**src/design/mpdg_pkg.sv**
```systemverilog
// Package for the micro port decode glue: widths, counts, carriers.
// Assumes a single 100 MHz system clock and synchronous pin inputs.
package mpdg_pkg;
    localparam int DATA_W       = 8;     // Port and FIFO byte width
    localparam int ADDR_W       = 4;     // Port address lines
    localparam int NUM_PORTS    = 16;    // Decoded port addresses 0..15
    localparam int NUM_LOAD     = 5;     // Load/input strobes, ports 0..4
    localparam int LAST_LOAD    = 4;     // Highest load/input port
    localparam int TESTPT_PORT  = 9;     // Decoder output used as test point
    localparam int MUX_SEL_W    = 3;     // Request mux select width
    localparam int ROM_HALF_WDS = 512;   // Words per program ROM half
    localparam int ROM_WORDS    = 1024;  // Combined program store
    localparam int INSN_W       = 12;    // Instruction width
    localparam int ROM_AW       = 10;    // Program address width
    localparam int FIFO_DEPTH   = 16;    // Output FIFO depth in bytes
    localparam logic REQ_IDLE   = 1'b0;  // Request line inactive level

    // Processor I/O control outputs, one sample per cycle
    typedef struct packed {
        logic io_control_flag;
        logic io_exchange_n;
        logic direction;
    } mpdg_ctl_t;

    // Decoded transfer direction lines
    typedef struct packed {
        logic write_hi;      // High-active write
        logic write_n;       // Low-active write
        logic write_1;       // High-active transceiver direction
        logic fifo_dump_n;   // Low-active FIFO dump
    } mpdg_dir_t;
endpackage

```
**src/design/mpdg_fifo.sv**
```systemverilog
// Output FIFO holding bytes for the processor, width and depth set by
// parameters. Assumes one clock and an active-low asynchronous reset.
`timescale 1ns/1ps
`default_nettype none
module mpdg_fifo #(
    parameter int WIDTH = 8,
    parameter int DEPTH = 16
) (
    input  wire logic             clk_sys_i,
    input  wire logic             arst_n_i,
    input  wire logic             in_valid_i,
    output logic                  in_ready_o,
    input  wire logic [WIDTH-1:0] in_data_i,
    output logic                  out_valid_o,
    input  wire logic             out_ready_i,
    output logic      [WIDTH-1:0] out_data_o
);
    localparam int AW = $clog2(DEPTH);

    // Pointers, fill count and both flags form one registered state
    typedef struct packed {
        logic [AW-1:0] wr;
        logic [AW-1:0] rd;
        logic [AW:0]   cnt;
        logic          ready;
        logic          valid;
    } mpdg_fifo_st_t;

    mpdg_fifo_st_t    s_q;
    mpdg_fifo_st_t    s_d;
    logic [WIDTH-1:0] mem [DEPTH];
    logic             push;
    logic             pop;

    // Flags are registered so the fill-side ready leaves from a flop
    assign in_ready_o  = s_q.ready;
    assign out_valid_o = s_q.valid;
    assign out_data_o  = mem[s_q.rd];
    assign push        = in_valid_i && s_q.ready;
    assign pop         = s_q.valid && out_ready_i;

    // Storage has no reset; only written slots are ever read
    always_ff @(posedge clk_sys_i) begin
        if (push) begin
            mem[s_q.wr] <= in_data_i;
        end
    end

    // Next pointers and count; flags look ahead at the next count
    always_comb begin
        s_d = s_q;
        if (push) begin
            s_d.wr = (s_q.wr == AW'(DEPTH-1)) ? '0 : s_q.wr + 1'b1;
        end
        if (pop) begin
            s_d.rd = (s_q.rd == AW'(DEPTH-1)) ? '0 : s_q.rd + 1'b1;
        end
        if (push && !pop) begin
            s_d.cnt = s_q.cnt + 1'b1;
        end else if (pop && !push) begin
            s_d.cnt = s_q.cnt - 1'b1;
        end
        // Full refuses writes so the source really stalls
        s_d.ready = (s_d.cnt != (AW+1)'(DEPTH));
        s_d.valid = (s_d.cnt != '0);
    end

    // State register; empty and ready after reset
    always_ff @(posedge clk_sys_i or negedge arst_n_i) begin
        if (!arst_n_i) begin
            s_q <= '{ready: 1'b1, default: '0};
        end else begin
            s_q <= s_d;
        end
    end
endmodule
`default_nettype wire

```
**src/design/mpdg_top.sv**
```systemverilog
// Glue between the controller core and its ports: I/O control decode,
// port strobes, request mux, FIFO dump path and ROM bank select.
// Assumes all pin inputs are synchronous to clk_sys_i; the phase-one
// clock arrives as a sampled level and is used as a strobe qualifier.
`timescale 1ns/1ps
`default_nettype none
// Operation
// Two 512x12 ROM halves; bank select level picks which one drives.
// Combined store holds 1024 instructions of 12 bits.
// Four address lines decode into sixteen port addresses 0..15.
// Address lines weigh 1, 2, 4, 8; address 9 is lines 0 and 3.
// Control inputs decode to read or write direction pattern.
// Read with dump asserted presents next FIFO byte to processor.
// Processor data goes inverted to port bus only during write.
// All ports share the bus; only the addressed port latches.
// Addresses 0..4 strobe ports; 8..15 route status to request line.
// Decoder strobes only ports 0..4; port 9 output is test point.
// Mux enabled for addresses 8..15, selecting by lower three lines.
// Processor waits for request feedback after loading a command.
// Processor checks platen closed before loading printer port 4.
// Processor polls forms timing unit status at address 9.
// Port strobe is write AND decoded address AND phase-one pulse.
// Request output idles inactive while address bit 3 is clear.
module mpdg_top
    import mpdg_pkg::*;
#(
    parameter int FIFO_W = mpdg_pkg::DATA_W,
    parameter int FIFO_D = mpdg_pkg::FIFO_DEPTH
) (
    input  wire logic                           clk_sys_i,
    input  wire logic                           arst_n_i,
    input  wire mpdg_pkg::mpdg_ctl_t            ctl_i,
    input  wire logic [mpdg_pkg::ADDR_W-1:0]    port_addr_i,
    input  wire logic                           phase_one_i,
    input  wire logic [mpdg_pkg::DATA_W-1:0]    cpu_data_bus_n_i,
    output logic      [mpdg_pkg::DATA_W-1:0]    cpu_data_bus_n_o,
    output logic                                cpu_data_bus_n_oe_o,
    output logic      [mpdg_pkg::DATA_W-1:0]    port_data_bus_o,
    output logic      [mpdg_pkg::NUM_LOAD-1:0]  port_strobe_o,
    output logic                                decode_nine_testpoint_o,
    input  wire logic [2**mpdg_pkg::MUX_SEL_W-1:0] status_i,
    output logic                                request_feedback_o,
    output mpdg_pkg::mpdg_dir_t                 dir_o,
    input  wire logic                           rom_bank_select_i,
    input  wire logic [mpdg_pkg::ROM_AW-2:0]    rom_addr_i,
    input  wire logic [mpdg_pkg::INSN_W-1:0]    rom_lo_data_i,
    input  wire logic [mpdg_pkg::INSN_W-1:0]    rom_hi_data_i,
    output logic      [mpdg_pkg::INSN_W-1:0]    insn_o,
    output logic      [mpdg_pkg::ROM_AW-1:0]    insn_addr_o,
    input  wire logic                           fifo_in_valid_i,
    output logic                                fifo_in_ready_o,
    input  wire logic [mpdg_pkg::DATA_W-1:0]    fifo_in_data_i
);
    import mpdg_pkg::*;

    // Whole module state, registered once per cycle
    typedef struct packed {
        logic [DATA_W-1:0]    cpu_out;
        logic                 cpu_oe;
        logic [DATA_W-1:0]    port_bus;
        logic [NUM_LOAD-1:0]  strobe;
        logic                 tp9;
        logic                 req;
        mpdg_dir_t            dir;
        logic [INSN_W-1:0]    insn;
        logic [ROM_AW-1:0]    iaddr;
        logic                 dump_prev;
    } mpdg_state_t;

    mpdg_state_t       s_q;
    mpdg_state_t       s_d;
    logic              is_read;
    logic              is_write;
    logic              fifo_valid;
    logic              fifo_pop;
    logic [DATA_W-1:0] fifo_data;
    logic [NUM_PORTS-1:0] dec;

    // One-hot decode of the binary-weighted address lines
    genvar gi;
    generate
        for (gi = 0; gi < NUM_PORTS; gi++) begin : g_dec
            assign dec[gi] = (port_addr_i == ADDR_W'(gi));
        end
    endgenerate

    // Read and write patterns are only legal with flag and exchange low
    assign is_read  = !ctl_i.io_control_flag && !ctl_i.io_exchange_n
                      && !ctl_i.direction;
    assign is_write = !ctl_i.io_control_flag && !ctl_i.io_exchange_n
                      && ctl_i.direction;

    // A byte leaves the FIFO once per dump assertion, on its leading edge,
    // so a long read cannot drain several bytes at once
    assign fifo_pop = is_read && !s_q.dump_prev && fifo_valid;

    mpdg_fifo #(
        .WIDTH (FIFO_W),
        .DEPTH (FIFO_D)
    ) u_fifo (
        .clk_sys_i   (clk_sys_i),
        .arst_n_i    (arst_n_i),
        .in_valid_i  (fifo_in_valid_i),
        .in_ready_o  (fifo_in_ready_o),
        .in_data_i   (fifo_in_data_i),
        .out_valid_o (fifo_valid),
        .out_ready_i (fifo_pop),
        .out_data_o  (fifo_data)
    );

    // Next-state logic for every output
    always_comb begin
        s_d = s_q;
        s_d.dump_prev = is_read;
        // Neither pattern: transceivers idle, both directions released
        s_d.dir.write_hi    = is_write;
        s_d.dir.write_n     = !is_write;
        s_d.dir.write_1     = is_write;
        s_d.dir.fifo_dump_n = !is_read;
        // Read returns the FIFO byte inverted onto the low-true pins
        s_d.cpu_oe = is_read;
        if (fifo_pop) begin
            s_d.cpu_out = ~fifo_data;
        end
        // Port bus follows processor data only during a write
        if (is_write) begin
            s_d.port_bus = ~cpu_data_bus_n_i;
        end
        // Only the addressed port 0..4 gets a strobe
        for (int i = 0; i < NUM_LOAD; i++) begin
            s_d.strobe[i] = is_write && dec[i]
                            && phase_one_i;
        end
        s_d.tp9 = dec[TESTPT_PORT];
        // Mux enabled by the top line; lower lines pick the status input
        if (port_addr_i[ADDR_W-1]) begin
            s_d.req = status_i[port_addr_i[MUX_SEL_W-1:0]];
        end else begin
            s_d.req = REQ_IDLE;
        end
        // Bank select level chooses which ROM half drives the bus
        s_d.insn  = rom_bank_select_i ? rom_hi_data_i
                                      : rom_lo_data_i;
        s_d.iaddr = {rom_bank_select_i, rom_addr_i};
    end

    // State register
    always_ff @(posedge clk_sys_i or negedge arst_n_i) begin
        if (!arst_n_i) begin
            s_q <= '{dir: '{write_hi: 1'b0, write_n: 1'b1, write_1: 1'b0,
                            fifo_dump_n: 1'b1}, default: '0};
        end else begin
            s_q <= s_d;
        end
    end

    assign cpu_data_bus_n_o        = s_q.cpu_out;
    assign cpu_data_bus_n_oe_o     = s_q.cpu_oe;
    assign port_data_bus_o         = s_q.port_bus;
    assign port_strobe_o           = s_q.strobe;
    assign decode_nine_testpoint_o = s_q.tp9;
    assign request_feedback_o      = s_q.req;
    assign dir_o                   = s_q.dir;
    assign insn_o                  = s_q.insn;
    assign insn_addr_o             = s_q.iaddr;
endmodule
`default_nettype wire

```
**config.mk**
```make
export PLATFORM = sky130hd
export DESIGN_NAME = mpdg_top
export DESIGN_NICKNAME = d
export VERILOG_FILES = /design/src/design/mpdg_pkg.sv /design/src/design/mpdg_fifo.sv /design/src/design/mpdg_top.sv
export SDC_FILE = /design/constraint.sdc
export NUM_CORES = 1
export LEC_CHECK = 0
export BUFFER_PORTS_ARGS = -buffer_cell sky130_fd_sc_hd__buf_2
export CORE_MARGIN = 1.5
export CORE_UTILIZATION = 60
export DETAILED_ROUTE_END_ITERATION = 8
export PLACE_DENSITY = 0.82
export SYNTH_ARGS = -nofsm -noshare
export SYNTH_HDL_FRONTEND = slang
export SYNTH_SLANG_ARGS = --single-unit
```
**constraint.sdc**
```tcl
create_clock -name clk_sys_i -period 4.3 [get_ports clk_sys_i]
set_clock_uncertainty 0.1 [all_clocks]
set_input_delay 0.215 -clock clk_sys_i [delete_from_list [all_inputs] [get_ports clk_sys_i]]
set_output_delay 0.215 -clock clk_sys_i [all_outputs]
set_load 0.02 [all_outputs]
```
==> impl_metrics.py, run 1 <==
metrics = {
    "timing": {
        "hold_violations": 0,
        "setup_viol": 0,
        "timing.fmax_mhz": 391,
        "timing.final.max_slew_violations": 0,
        "maxSlewHeadroom_pct": 30.0,
        "worst_slew_pin_slew_ns": 1.05,
        "fin_crit_ns": 2.56,
        "setup_tns_ns": 0,
        "fin_crit_sh_pct": 59.5,
        "grt_setup_unrepaired": "false",
    },
    "route": {
        "antenna_left": 0,
        "dr_total_vias": 4825,
        "drt_first_pass_iters": 5,
        "vias_per_cell": 5.98,
        "drt-total-wl_mm": 18.6,
        "drc": 0,
        "drtIter0Drc": 577,
        "wl_per_cell_um": 23.0,
    },
    "layout": {
        "diodes": 0,
        "areaGrowthSynthToFinish_pct": 24.4,
        "nFillCells": 680,
        "nNetsFinal": 702,
        "drive_gt1_share_pct": 31.9,
        "fin_cells": 807,
    },
    "worst_setup_path": {
        "setup.worst_path.end": "cpu_data_bus_n_o[7]",
        "timing.rr.end": "cpu_data_bus_n_o[7]",
        "worstRegToRegCells": 5,
        "path_max_fanout": 20,
        "cp.required_ns": 4.55,
        "critPathArrivalTime_ns": 2.80,
        "critPathKind": "reg -> reg",
        "cp-end-kind": "flop",
        "cp-start-kind": "flop",
        "r2r_start": "u_fifo.s_q[7]",
        "regToRegSetupSlack_ns": 1.74,
        "critPathLaunch": "u_fifo.s_q[7]",
    },
    "logic_synthesis": {
        "syn_nets": 526,
        "syn_area_sq_um": 7540,
        "netlist.area_leader.share_pct": 50.9,
        "synthTopCellsByArea": "edfxtp_1 (51%), dfrtp_1 (20%), mux4_2 (6.9%)",
        "async_flop_share_pct": 33.3,
        "synth_edf_count": 128,
        "avgSynthCellArea_sq_um": 16.8,
        "synth_cell_type_count": 42,
        "ys_top_cells_by_count": "edfxtp_1 (128), dfrtp_1 (61), nand2_1 (47), mux2_2 (23), mux4_2 (23)",
        "synth_warnings": 0,
        "yosysMostFrequentCell": "edfxtp_1",
        "netlist_instances": 450,
        "ys_seq_area_share_pct": 72.2,
        "yosysTopAreaCell": "edfxtp_1",
        "ys.flop_type": "edfxtp_1",
        "ys_ff_latch": 192,
    },
    "place": {
        "port_buffers": 119,
        "gp_routability_congestion": 0.796,
        "dp_hpwl_mm": 10.5,
        "place_inst": 723,
    },
    "clock_network": {
        "numClockSinks": 192,
        "htree_levels": 4,
        "post_cts_buffers": 0,
        "root_buffer": "clkbuf_16",
        "clkLatencyLatePin_ns": 0.43,
        "cts_tree": "yes",
        "cts_buffer_depth": 2,
        "cts_buffers": 17,
        "path_clk_slew_ns": 0.06,
    },
    "grt": {
        "grt_pass1_vias": 5083,
        "grt_pass1_wl_mm": 28.2,
        "grt.overflow.total": 0,
        "antenna_found_initial": 0,
        "grt_start_max_net_pins": 65,
        "track_usage_pct": 30.3,
    },
    "power": {
        "p_comb_share_pct": 25.3,
        "p_leak_uw": 0.00367,
        "swShare_pct": 30.2,
        "total_power_uw": 5380,
        "p_sw_uw": 1620,
        "ir_worst_vdd_uv": 347,
        "clock_power_share_pct": 29.0,
        "powerDensity_nw_per_um2": 574,
        "p_int_uw": 3760,
        "seqPwrFrac_pct": 45.7,
    },
    "floorplan": {
        "core_region_area_sq_um": 12200,
        "io_pins": 120,
        "start_util_pct": 62.0,
        "die_area_sq_um": 13300,
        "num_rows": 40,
        "die-height_um": 115,
        "die_x_um": 115,
    },
    "job": {
        "maxCapViolations": 0,
    },
    "run_status": {
        "status": "completed",
    },
    "worst_hold_path": {
        "hp-class": "in -> reg",
    },
}
layout by cell type, fill, tap and decap left out, types with 13 or more instances in the layout:
cell and count:
buf_2 119, edfxtp_1 128, clkbuf_16 17, dfrtp_1 61
mux2_2 23, o22ai_1 13, dlygate4sd3_1 52, nand2_1 47
mux4_2 23, and2_1 13, o21ai_0 21
cells by family after synthesis:
group / count (synthesis) / synth area share, %
simple gates: 104 / 6.95
xor+xnor: 6 / 0.697
buf+inv: 28 / 1.82
mux: 61 / 12.9
compound gates: 52 / 4.21
flops: 192 / 72.2
fa+ha+maj: 7 / 1.16
power groups by stage:
stage / registers, uW / logic (uW) / clock network, uW
3_5_place_dp: 2490 / 1300 / 0
2_1_floorplan: 2430 / 960 / 0
5_1_grt: 2490 / 1460 / 1640
6_report: 2460 / 1360 / 1560
4_1_cts: 2460 / 1340 / 1560
3_3_place_gp: 2480 / 1240 / 0
layout make-up:
cell class	instances	area, sq um	area share [%]
Clock buffer	19	433	4.61
Clock inverter	13	145	1.55
Inverter	8	30.0	0.320
Multi-Input combinational cell	230	1960	20.9
Sequential cell	192	5450	58.1
Tap cell	168	210	2.24
Timing Repair Buffer	177	1160	12.4
critical path: stages, from the launching register on:
cell and delay [ns]:
dfrtp_1 0.99, buf_4 0.33, mux4_1 0.57, mux2i_1 0.20, o22ai_1 0.10, o21ai_0 0.17
state kept, by name, summed over array words and instances (netlist names):
register and flops:
u_fifo.mem 128, u_fifo.s_q 13, insn_o 12, insn_addr_o 10, cpu_data_bus_n_o 8, port_data_bus_o 8, port_strobe_o 5, dir_o 3
cpu_data_bus_n_oe_o 1, decode_nine_testpoint_o 1, request_feedback_o 1, u_fifo.in_ready_o 1, u_fifo.out_valid_o 1
metal layers:
metal	part of all wire (%)	GRT usage [%]	vias up
met3	7.5	7.27	46
met5	0	0	-
met4	2.9	12.9	0
li1	-	-	2066
met2	52	51.8	291
met1	37	37.5	2422
stage by stage:
stage               utilization (%)  cell area [sq um]  setup slack, ns  hold slack, ns
finish                         77.2               9390             1.74          0.0233
global route                   77.2               9390             1.53          0.0328
CTS                            77.2               9390             1.66         0.00282
detailed placement             68.1               8290             1.70           0.225
global placement               68.1               8290             1.79           0.223
floorplan                         -               7540             2.37          -0.181
worst min-delay path by stage:
| stage | startpoint | to | slack [ns] | cells after the start |
|---|---|---|---|---|
| floorplan | arst_n_i | cpu_data_bus_n_o[0] | -0.18 | 0 |
| global placement | rom_addr_i[7] | insn_addr_o[7] | 0.22 | 1 |
| detailed placement | rom_addr_i[3] | insn_addr_o[3] | 0.23 | 1 |
| CTS | ctl_i[2] | dir_o[0] | 0.003 | 3 |
| global route | ctl_i[2] | dir_o[0] | 0.03 | 3 |
| finish | ctl_i[2] | dir_o[0] | 0.02 | 3 |
repair_timing:
item / CTS / global route
resized for setup: 0 / 0
hold buffers: 52 / 0
endpoints found under the hold margin: 99 / 0
No activity file was read; power rests on OpenSTA's default activity.
==> inputs of run 2 (changes only) <==
--- a/config.mk
+++ b/config.mk
@@ -5,11 +5,12 @@
 export SDC_FILE = /design/constraint.sdc
 export NUM_CORES = 1
 export LEC_CHECK = 0
+export ABC_AREA = 1
 export BUFFER_PORTS_ARGS = -buffer_cell sky130_fd_sc_hd__buf_2
 export CORE_MARGIN = 1.5
-export CORE_UTILIZATION = 60
+export CORE_UTILIZATION = 56
 export DETAILED_ROUTE_END_ITERATION = 8
-export PLACE_DENSITY = 0.82
+export PLACE_DENSITY = 0.77
 export SYNTH_ARGS = -nofsm -noshare
 export SYNTH_HDL_FRONTEND = slang
 export SYNTH_SLANG_ARGS = --single-unit
==> constraint.sdc (replaced) <==
create_clock -name clk_sys_i -period 2.6 [get_ports clk_sys_i]
set_clock_uncertainty 0.1 [all_clocks]
set_input_delay 0.13 -clock clk_sys_i [delete_from_list [all_inputs] [get_ports clk_sys_i]]
set_output_delay 0.13 -clock clk_sys_i [all_outputs]
set_load 0.02 [all_outputs]
==> impl_metrics.py, run 2 <==
metrics = {
    "run_status": {
        "status": "completed",
    },
    "layout": {
        "drive_gt1_share_pct": 22.6,
        "layout.cells.most_common": "nand2_1",
        "areaGrowthSynthToFinish_pct": 24.3,
        "diodes": 0,
        "largest_reg_flops": 128,
        "nNetsFinal": 922,
        "final_cell_mix": "nand2_1 (176), nand3_1 (133), edfxtp_1 (128), buf_2 (119), dlygate4sd3_1 (61)",
        "top_register": "u_fifo.mem",
    },
    "timing": {
        "fin_crit_ns": 2.45,
        "setup_tns_ns": 0,
        "fin_crit_sh_pct": 94.3,
        "worst_slew_pin_slew_ns": 0.882,
        "timing.fmax_mhz": 408,
        "maxSlewHeadroom_pct": 41.2,
        "setup_viol": 0,
        "timing.final.max_slew_violations": 0,
        "grt_setup_unrepaired": "false",
        "hold_violations": 0,
    },
    "clock_network": {
        "htree_levels": 4,
        "cts_resized": 0,
        "cts_tree": "yes",
        "numClockSinks": 192,
        "cts_buffers": 17,
        "path_clk_slew_ns": 0.07,
        "root_buffer": "clkbuf_16",
        "cts_buffer_depth": 2,
        "clkLatencyLatePin_ns": 0.44,
    },
    "route": {
        "antenna_left": 0,
        "dr_total_vias": 5681,
        "drt_first_pass_iters": 5,
        "drtIter0Drc": 512,
        "vias_per_cell": 5.49,
        "wl_per_cell_um": 18.7,
        "drt-total-wl_mm": 19.4,
        "drc": 0,
    },
    "worst_setup_path": {
        "cp-end-kind": "flop",
        "path_max_fanout": 18,
        "critPathArrivalTime_ns": 2.73,
        "cp.required_ns": 2.88,
        "cp-start-kind": "primary input",
        "worstRegToRegCells": 4,
        "critPathKind": "in -> reg",
    },
    "floorplan": {
        "core_region_area_sq_um": 13400,
        "die_x_um": 121,
        "start_util_pct": 58.0,
        "die_area_sq_um": 14600,
        "die-height_um": 121,
        "io_pins": 120,
        "num_rows": 42,
    },
    "logic_synthesis": {
        "synth_cell_type_count": 31,
        "netlist_instances": 667,
        "netlist.area_leader.share_pct": 49.4,
        "ys_ff_latch": 192,
        "ys_top_cells_by_count": "nand2_1 (176), nand3_1 (133), edfxtp_1 (128), dfrtp_1 (61), nor2_1 (36)",
        "synth_adder_area_share_pct": 1.13,
        "avgSynthCellArea_sq_um": 11.7,
        "synth-compound-area-share_pct": 1.77,
        "synth_mux_area_share_pct": 1.74,
        "syn_area_sq_um": 7770,
        "yosysTopAreaCell": "edfxtp_1",
        "synth_warnings": 0,
        "synthTopCellsByArea": "edfxtp_1 (49%), dfrtp_1 (20%), nand3_1 (8.6%)",
        "ys.flop_type": "edfxtp_1",
        "synth_top_family_by_area": "simple AND/OR/NAND/NOR gates",
        "synth-simple-area-share_pct": 21.0,
        "synth_xor_area_share_pct": 0.676,
        "async_flop_share_pct": 33.3,
        "synth_edf_count": 128,
        "syn_nets": 743,
        "yosysMostFrequentCell": "nand2_1",
        "ys_seq_area_share_pct": 70.1,
    },
    "power": {
        "swShare_pct": 35.6,
        "seqPwrFrac_pct": 42.9,
        "ir_worst_vdd_uv": 550,
        "clock_power_share_pct": 26.8,
        "p_leak_uw": 0.00406,
        "total_power_uw": 9100,
        "p_comb_share_pct": 30.3,
        "p_sw_uw": 3230,
        "powerDensity_nw_per_um2": 942,
        "p_int_uw": 5860,
    },
    "grt": {
        "grt_start_max_net_pins": 67,
        "track_usage_pct": 27.8,
        "grt.overflow.total": 0,
        "grt_pass1_vias": 5791,
        "grt_pass1_wl_mm": 29.8,
        "antenna_found_initial": 0,
    },
    "place": {
        "port_buffers": 119,
        "gp_routability_congestion": 0.806,
        "dp_hpwl_mm": 11.7,
    },
    "job": {
        "maxCapViolations": 0,
    },
    "worst_hold_path": {
        "hp-class": "in -> reg",
        "min_path_cells": 1,
    },
}
==> run 2: changes by cell type in the layout (fill, tap and decap cells not counted), moves of 8 or more <==
cell           before  now
mux4_2             23    0
mux2_2             23   12
o22ai_1            13    0
inv_1               8   21
a31oi_1             0    8
mux2i_1            12    0
and2_1             13    0
dlygate4sd3_1      52   61
nand2_1            47  176
nor2_1              6   36
nand3_1             6  133
==> run 2: per-stage QoR <==
step                area, sq um  hold WS (ns)  util [%]  setup WS [ns]  std cells
finish                     9660        0.0131      72.1          0.148       1035
global route               9660        0.0266      72.1         0.0723       1035
CTS                        9660        0.0236      72.1          0.255       1035
detailed placement         8500         0.140      63.4          0.519        942
global placement           8500         0.139      63.4          0.598        942
floorplan                  7770        -0.266         -          0.725        667
==> run 2: cells by family (layout without fill, tap and decap cells) <==
kind of cell / count (synthesis) / after routing
flops: 192 / 192
simple gates: 367 / 367
mux: 12 / 12
xor+xnor: 6 / 6
compound gates: 25 / 25
buf+inv: 58 / 250
fa+ha+maj: 7 / 7
==> run 2: final cells by class <==
cell class / instances / area, sq um
flip-flops and latches: 192 / 5450
fillers: 925 / 3740
multi-input cells: 417 / 2050
repair buffers: 192 / 1300
clock buffers: 20 / 468
well taps: 176 / 220
inverters: 26 / 97.6
clock inverters: 12 / 80.1
==> run 2: metal layers <==
layer  GRT usage (%)  wire length [um]  vias up  part of all wire [%]
li1                -                 -     2651                     -
met1            34.7              7680     2751                    40
met2            47.8             10100      234                    52
met3            5.52              1060       45                   5.5
met4            11.5               569        0                   2.9
met5               0                 0        -                     0
==> run 2: power groups by stage <==
stage	Clock (uW)	Combinational [uW]	Sequential (uW)
floorplan	0	1810	4020
global placement	0	2560	3940
detailed placement	0	2640	3960
CTS	2440	2730	3900
global route	2580	3060	3940
finish	2440	2750	3900
==> run 2: critical path: stages <==
cell	delay, ns
dlygate4sd3_1	0.55
buf_2	0.14
nor2_4	0.14
nand2_2	0.23
inv_1	0.17
nand3_1	0.07
dlygate4sd3_1	0.56
nor3_1	0.15
dlygate4sd3_1	0.58
==> run 2: final timing paths <==
check | from | end | slack, ns
worst max-delay path | ctl_i[2] | port_strobe_o[4] | 0.15
worst min-delay path | fifo_in_data_i[4] | u_fifo.mem[5][4] | 0.01
worst max register to register | u_fifo.in_ready_o | u_fifo.mem[14][7] | 0.47
worst min register to register | port_data_bus_o[4] | port_data_bus_o[4] | 0.40
max in group asynchronous | arst_n_i | insn_o[4] | 1.35
min in group asynchronous | arst_n_i | insn_o[0] | 0.26
==> run 2: repair_timing <==
item	in CTS	in global routing
setup buffers	0	0
hold endpoints to repair	73	0
setup endpoints to repair	0	0
hold buffers	61	0
==> inputs of run 3 (changes only) <==
--- a/config.mk
+++ b/config.mk
@@ -11,6 +11,7 @@
 export CORE_UTILIZATION = 56
 export DETAILED_ROUTE_END_ITERATION = 8
 export PLACE_DENSITY = 0.77
+export REMOVE_ABC_BUFFERS = 1
 export SYNTH_ARGS = -nofsm -noshare
 export SYNTH_HDL_FRONTEND = slang
 export SYNTH_SLANG_ARGS = --single-unit
==> impl_metrics.py, run 3 (synthesized netlist as in run 2, its figures left out) <==
metrics = {
    "floorplan": {
        "die_area_sq_um": 14600,
        "start_util_pct": 58.0,
        "io_pins": 120,
        "num_rows": 42,
        "die_x_um": 121,
        "core_region_area_sq_um": 13400,
        "die-height_um": 121,
    },
    "route": {
        "vias_per_cell": 5.56,
        "antenna_left": 0,
        "drc": 0,
        "dr_total_vias": 5717,
        "wl_per_cell_um": 18.6,
        "drt-total-wl_mm": 19.1,
        "drt_first_pass_iters": 5,
        "drtIter0Drc": 650,
    },
    "place": {
        "port_buffers": 119,
        "gp_routability_congestion": 0.847,
        "dp_hpwl_mm": 11.7,
    },
    "grt": {
        "grt_pass1_wl_mm": 29.9,
        "grt_pass1_vias": 5901,
        "grt_start_max_net_pins": 67,
        "track_usage_pct": 27.8,
        "grt.overflow.total": 0,
        "antenna_found_initial": 0,
    },
    "layout": {
        "areaGrowthSynthToFinish_pct": 23.8,
        "final_cell_mix": "nand2_1 (176), nand3_1 (133), edfxtp_1 (128), buf_2 (119), dfrtp_1 (60)",
        "top_register": "u_fifo.mem",
        "drive_gt1_share_pct": 21.7,
        "layout.cells.most_common": "nand2_1",
        "diodes": 0,
        "largest_reg_flops": 128,
        "nNetsFinal": 915,
    },
    "clock_network": {
        "cts_tree": "yes",
        "numClockSinks": 192,
        "post_cts_buffers": 0,
        "cts_buffer_depth": 2,
        "path_clk_slew_ns": 0.06,
        "cts_buffers": 17,
        "clkLatencyLatePin_ns": 0.43,
        "root_buffer": "clkbuf_16",
        "htree_levels": 4,
    },
    "job": {
        "maxCapViolations": 0,
    },
    "worst_setup_path": {
        "critPathKind": "in -> reg",
        "path_max_fanout": 18,
        "regToRegSetupSlack_ns": 0.48,
        "r2r_start": "u_fifo.in_ready_o",
        "cpPeakStageDelay_ns": 0.56,
        "critPathLaunch": "ctl_i[2]",
        "critPathArrivalTime_ns": 2.65,
        "cp-start-kind": "primary input",
        "crit_chain": "dlygate4sd3_1 -> buf_2 -> nor2_4 -> nand2_2 -> inv_1 -> nand3_1 -> dlygate4sd3_1 -> nor3_1 -> dlygate4sd3_1",
        "cp.required_ns": 2.87,
        "crit_path_top_delay_cell": "dlygate4sd3_1",
        "crit_path_frequent_cell": "dlygate4sd3_1",
        "cp-end-kind": "flop",
    },
    "worst_hold_path": {
        "timing.hold.worst.start": "port_addr_i[3]",
        "hp-class": "in -> reg",
    },
    "timing": {
        "worst_slew_pin_slew_ns": 0.776,
        "setup_viol": 0,
        "fin_crit_ns": 2.38,
        "timing.fmax_mhz": 421,
        "maxSlewHeadroom_pct": 48.1,
        "fin_crit_sh_pct": 91.4,
        "setup_tns_ns": 0,
        "grt_setup_unrepaired": "false",
        "hold_violations": 0,
        "timing.final.max_slew_violations": 0,
    },
    "power": {
        "powerDensity_nw_per_um2": 956,
        "total_power_uw": 9200,
        "ir_worst_vdd_uv": 594,
        "p_leak_uw": 0.00403,
    },
    "run_status": {
        "status": "completed",
    },
}
[run 3: changes by cell type in the layout (fill, tap and decap cells not counted), sizes merged]
| cell | delta |
|---|---|
| inv | -3 |
| dlygate4sd3 | -3 |
| bufinv | +1 |
| buf | -4 |
| clkbuf | +7 |
| clkinv | -5 |
[run 3: power by group]
group	internal (uW)	switching, uW
clock	1440	1060
sequential	3680	231
combinational	878	1920
total	5990	3210
[run 3: path summary, 6_finish.rpt]
path	cells past startpoint	endpoint
worst max register to register	4	u_fifo.mem[14][6]
min in group asynchronous	2	insn_o[2]
worst min-delay path	4	port_strobe_o[0]
worst min register to register	2	port_data_bus_o[2]
max in group asynchronous	3	u_fifo.in_ready_o
worst max-delay path	9	port_strobe_o[4]
[run 3: layout make-up]
cell class	instances	area [sq um]
multi-input combinational	417	2050
clock buffer	27	508
inverter	26	97.6
sequential	192	5450
clock inverter	5	55.1
fill	939	3770
timing repair buffer	185	1250
tap	176	220
[run 3: layer usage]
metal | global-route usage (%) | part of all wire, % | up-vias
li1 | - | - | 2641
met1 | 33.1 | 38 | 2763
met2 | 48.2 | 53 | 262
met5 | 0 | 0 | -
met4 | 12.5 | 2.8 | 0
met3 | 6.56 | 6.1 | 51
[run 3: timing repair]
action / in CTS / in global routing
resized for setup: 0 / 0
hold endpoints to repair: 103 / 0
hold buffers: 58 / 0
setup endpoints to repair: 0 / 0
[run 3: stage by stage]
stage | setup slack, ns | instance area (sq um) | utilization, % | cells | hold WS [ns]
2_1_floorplan | -0.0850 | 7590 | - | 635 | -0.266
3_3_place_gp | 0.571 | 8480 | 63.3 | 938 | -0.0668
3_5_place_dp | 0.505 | 8480 | 63.3 | 938 | -0.0631
4_1_cts | 0.244 | 9630 | 71.8 | 1028 | 0.00768
5_1_grt | 0.107 | 9630 | 71.8 | 1028 | 0.0309
6_report | 0.224 | 9630 | 71.8 | 1028 | 0.0222
[run 3: worst max-delay path: cells and delay by family]
kind / cells / cell delay, ns
buffers and inverters: 5 / 1.93
and+or+nand+nor: 4 / 0.57
